==> config.mk <==
export PLATFORM = sky130hd
export DESIGN_NAME = universal_shift_reg
export DESIGN_NICKNAME = d
export VERILOG_FILES = /design/src/design/shift_reg_pkg.sv /design/src/design/clock_rise_detect.sv /design/src/design/universal_shift_reg.sv
export SDC_FILE = /design/constraint.sdc
export NUM_CORES = 1
export LEC_CHECK = 0
export BUFFER_PORTS_ARGS = -buffer_cell sky130_fd_sc_hd__buf_2
export CAP_MARGIN = 5
export CORE_MARGIN = 2
export CORE_UTILIZATION = 40
export CTS_BUF_LIST = sky130_fd_sc_hd__clkbuf_16
export CTS_CLUSTER_DIAMETER = 30
export DETAILED_ROUTE_END_ITERATION = 8
export GPL_ROUTABILITY_DRIVEN = 0
export GPL_TIMING_DRIVEN = 0
export PLACE_DENSITY_LB_ADDON = 0.2
export SLEW_MARGIN = 20
export SYNTH_ARGS = -nofsm -noshare
export SYNTH_HDL_FRONTEND = slang
export SYNTH_SLANG_ARGS = --single-unit
==> constraint.sdc <==
create_clock -name ref_clk -period 1.3 [get_ports ref_clk]
set_input_delay 0.065 -clock ref_clk [delete_from_list [all_inputs] [get_ports ref_clk]]
set_output_delay 0.065 -clock ref_clk [all_outputs]
set_load 0.1 [all_outputs]
==> src/design/shift_reg_pkg.sv <==
// Constants for the eight-bit bidirectional universal shift register.
// Assumes a single ref_clk domain; every input is synchronous to it.
//
// Behaviour
// - Low master clear empties all stages immediately.
// - Both selects high loads parallel inputs.
// - Low select only shifts up, right serial in.
// - High select only shifts down, left serial in.
// - Both selects low holds every stage.
// - Apart from master clear, stages change only on shift clock rise.
// - All eight stages always visible on outputs.
`default_nettype none

package shift_reg_pkg;

  // ------------------------------------------------------------
  // Geometry and reset values
  // ------------------------------------------------------------
  localparam int STAGE_COUNT = 8;
  localparam int TOP_STAGE = STAGE_COUNT - 1;
  localparam logic [STAGE_COUNT-1:0] STAGE_RESET = 8'h00;
  localparam logic SHIFT_CLOCK_RESET = 1'h1;

  // ------------------------------------------------------------
  // Operating modes, indexed by {mode_select_high, mode_select_low}
  // ------------------------------------------------------------
  typedef enum logic [1:0] {
    MODE_HOLD,
    MODE_UP,
    MODE_DOWN,
    MODE_LOAD
  } mode_t;

endpackage

`default_nettype wire

==> src/design/clock_rise_detect.sv <==
// Rising-edge finder for the sampled shift clock input.
// Assumes shift_clock is synchronous to ref_clk.
`timescale 1ns/1ps
`default_nettype none

module clock_rise_detect (
  // Clock and reset
  input wire logic ref_clk,
  input wire logic rstn,
  // Sampled clock pin
  input wire logic shift_clock,
  // One-cycle pulse on a low-to-high transition
  output logic rise
);

  logic last_level;

  // ------------------------------------------------------------
  // Previous level
  // ------------------------------------------------------------
  // Reset high so that a clock already high at release is no edge.
  always_ff @(posedge ref_clk or negedge rstn) begin
    if (!rstn) begin
      last_level <= shift_reg_pkg::SHIFT_CLOCK_RESET;
    end else begin
      last_level <= shift_clock;
    end
  end

  assign rise = shift_clock & ~last_level;

endmodule

`default_nettype wire

==> src/design/universal_shift_reg.sv <==
// Eight-bit bidirectional universal shift register with asynchronous clear.
// Assumes the mode, serial and parallel inputs and shift_clock are
// synchronous to ref_clk and steady around each shift clock rise.
`timescale 1ns/1ps
`default_nettype none

module universal_shift_reg (
  // Clock and reset
  input wire logic ref_clk,
  input wire logic rstn,
  // Clear and shift clock pins
  input wire logic master_clear_n,
  input wire logic shift_clock,
  // Mode selects
  input wire logic mode_select_low,
  input wire logic mode_select_high,
  // Serial inputs
  input wire logic right_serial_in,
  input wire logic left_serial_in,
  // Parallel data
  input wire logic [shift_reg_pkg::STAGE_COUNT-1:0] parallel_in,
  output logic [shift_reg_pkg::STAGE_COUNT-1:0] parallel_out
);

  // ------------------------------------------------------------
  // Declarations
  // ------------------------------------------------------------
  logic clear_n;
  logic rise;
  shift_reg_pkg::mode_t mode;
  logic [shift_reg_pkg::STAGE_COUNT-1:0] stage;
  logic [shift_reg_pkg::STAGE_COUNT-1:0] next_stage;

  // Either reset source empties the stages without the clock.
  assign clear_n = rstn & master_clear_n;

  assign mode = shift_reg_pkg::mode_t'({mode_select_high, mode_select_low});

  // ------------------------------------------------------------
  // Shift clock edge
  // ------------------------------------------------------------
  clock_rise_detect u_rise (
    .ref_clk(ref_clk),
    .rstn(rstn),
    .shift_clock(shift_clock),
    .rise(rise)
  );

  // ------------------------------------------------------------
  // Next value of each stage
  // ------------------------------------------------------------
  genvar i;
  generate
    for (i = 0; i < shift_reg_pkg::STAGE_COUNT; i++) begin : g_stage
      logic from_below;
      logic from_above;
      if (i == 0) begin : g_low
        assign from_below = right_serial_in;
      end else begin : g_low
        assign from_below = stage[i-1];
      end
      if (i == shift_reg_pkg::TOP_STAGE) begin : g_high
        assign from_above = left_serial_in;
      end else begin : g_high
        assign from_above = stage[i+1];
      end
      always_comb begin
        case (mode)
          shift_reg_pkg::MODE_LOAD: next_stage[i] = parallel_in[i];
          shift_reg_pkg::MODE_UP: next_stage[i] = from_below;
          shift_reg_pkg::MODE_DOWN: next_stage[i] = from_above;
          shift_reg_pkg::MODE_HOLD: next_stage[i] = stage[i];
          default: next_stage[i] = stage[i];
        endcase
      end
    end
  endgenerate

  // ------------------------------------------------------------
  // Stage flip-flops
  // ------------------------------------------------------------
  always_ff @(posedge ref_clk or negedge clear_n) begin
    if (!clear_n) begin
      stage <= shift_reg_pkg::STAGE_RESET;
    end else if (rise) begin
      stage <= next_stage;
    end
  end

  assign parallel_out = stage;
endmodule

`default_nettype wire

==> run summary <==
Hold path startpoint -> parallel_in[6]
Seq cells post-synth -> 9
Final period utilization -> 99.5%
Flip-flop and latch area -> 236 sq um
Outcome -> complete, no violations
Most frequent cells in the layout -> buf_2 (23), a22oi_1 (8), nor2_1 (8), dfrtp_2 (8)
Clock sink count -> 9
Synth Instances -> 54
Final setup fails -> 0
CTS tree -> yes
Unrepaired setup endpoints after global routing -> yes
Layout Utilization -> 64.2%
Critical Path RT -> 1.42 ns
Mapped Area -> 559 sq um
Crit path time final -> 1.29 ns
Root Buffer -> clkbuf_16
Synthesis-to-finish area growth -> 49.4%
HP Class -> in2reg
Multi-input logic area -> 280 sq um
CP max stage delay -> 0.35 ns
Inst Count DP -> 92
Chip height -> 41.4 um
# rows -> 13
Num ports -> 24
Synth cell types -> 17
Final cell area excluding filler cells -> 836 sq um
Pwr dens -> 1840 nW/um^2
CP Cell Sequence -> or3b_1, buf_6, buf_8, a21o_2
Worst setup path startpoint -> u_rise.last_level
YS warnings -> 0
Clock H-tree levels -> 1
Commonest non-fill, non-tap cell in the layout -> buf_2
Min Hold Slack -> 0.249 ns
Global routing usage on met3 -> 3.19%
Maximum VDD drop -> 1.20 mV
Setup bufs post-CTS -> 0
Grt ovf -> 0
CP max stage cell -> dfstp_2
DR WL/cell -> 13.9 um
GR peak layer -> met2
Die area -> 1710 sq um
Post-synthesis sequential area ratio -> 40.5%
Inserted Diodes -> 0
Maxcap violations -> 0
First-pass GRT wire length -> 2.03 mm
Initial antenna violation count -> 0
Syn Area/Cell -> 10.4 sq um
Largest net degree at the start of global routing -> 11
CP Launch Type -> flop
Total CTS buffers -> 3
Layout cells sized above 1 -> 58.3%
Fmax -> 773 MHz
Slew HR -> 67.8%
Worst EP arrival -> 1.41 ns
DRT antenna net count -> 0
Clk Latency, worst-skew pair -> 0.23 ns
Core ar. -> 1300 sq um
DP Area -> 703 sq um
Drt pass-1 iters -> 4
Met2 usage -> 31.6%
Worst-path clk slew -> 0.04 ns
Critical path type -> reg2reg
Hpwl dp -> 934 um
Post-route non-filler standard cell count -> 99
Starting DRT DRC Count -> 8
CP max FO -> 8
# fillers -> 112
GR Util met1 -> 22.1%
Syn nets -> 73
Leak pwr -> 0.428 nW
Worst-Margin Slew -> 0.486 ns
Setup Skew -> 0.00150 ns
Power Total -> 1.53 mW
Number of buffers added on ports -> 23
Drt total wl -> 1.38 mm
Vias in the first global route -> 473
Initial Util -> 43.0%
Via density -> 5.34
Worst r2r src -> u_rise.last_level
Final net count -> 104
Final hold vios -> 0
Slew Limit Fails -> 0
Gr usage total -> 18.6%
Die W -> 41.4 um
Clk buf depth -> 2
Total number of vias -> 529
Worst Setup End Kind -> flop
DR DRC count -> 0
[stage by stage]
stage	TNS, ns	setup slack [ns]
6_report	0	0.00592
5_1_grt	-0.129	-0.0371
4_1_cts	-0.00506	-0.00506
3_5_place_dp	-1.39	-0.246
3_3_place_gp	-1.21	-0.221
2_1_floorplan	0	0.0399
[timing repair]
item / in CTS / in global routing
gates cloned: 0 / 1
setup endpoints to repair: 3 / 7
hold endpoints to repair: 10 / 0
pin swaps: 1 / 2
resized for setup: 1 / 0
hold buffers: 3 / 0
[layer usage]
layer  routed length [um]  share of wire [%]
met1                  622                 45
met2                  664                 48
met3                   65                4.7
met4                   28                2.0
met5                    0                  0
[worst max-delay path, delay by kind of cell, from the launching register on]
family	cells	cell delay, ns
compound gates	1	0.20
flops	1	0.35
simple gates	1	0.35
buf+inv	2	0.28
[cells by family (layout without fill, tap and decap cells)]
logic type                 after synthesis  in the layout  share of synthesized area, %
buffers and inverters                    8             38                          9.39
DFF                                      9              9                          40.5
AOI/OAI and AO/OA                       24             24                          35.3
adders and majority gates                3              3                          6.71
and+or+nand+nor                         10             10                          8.05
[cells in the mapped netlist (all sizes together)]
cell type | count | area, sq um
a211oi | 8 | 70.1
a21o | 8 | 67.6
a22oi | 8 | 60.1
and2 | 1 | 6.26
buf | 3 | 31.3
clkbuf | 3 | 13.8
dfrtp | 8 | 200
dfstp | 1 | 26.3
ha | 3 | 37.5
inv | 2 | 7.51
nor2 | 8 | 30.0
or3b | 1 | 8.76
[final cells by class]
type / instances / area share (%)
repair buffers: 27 / 20.4
clock inverters: 1 / 0.449
well taps: 15 / 2.25
plain buffers: 5 / 5.24
flip-flops and latches: 9 / 28.3
clock buffers: 3 / 8.98
multi-input cells: 37 / 33.5
inverters: 2 / 0.898
[where the power goes]
group	switching (mW)	total (mW)	internal [mW]
sequential	0.0497	0.393	0.343
clock	0.130	0.532	0.401
combinational	0.468	0.609	0.141
[worst paths after layout]
check,to,slack (ns),depth (start not counted)
max reg2reg,parallel_out[3],0.006,4
min reg2reg,parallel_out[0],0.50,1
max,parallel_out[3],0.006,4
min,parallel_out[6],0.25,4
max in group asynchronous,parallel_out[3],0.58,3
min in group asynchronous,u_rise.last_level,0.31,2
[sequential cells by signal, indices dropped and copies added (netlist names)]
signal / cells
parallel_out: 8
u_rise.last_level: 1
Power figures use the tool's default switching activity.
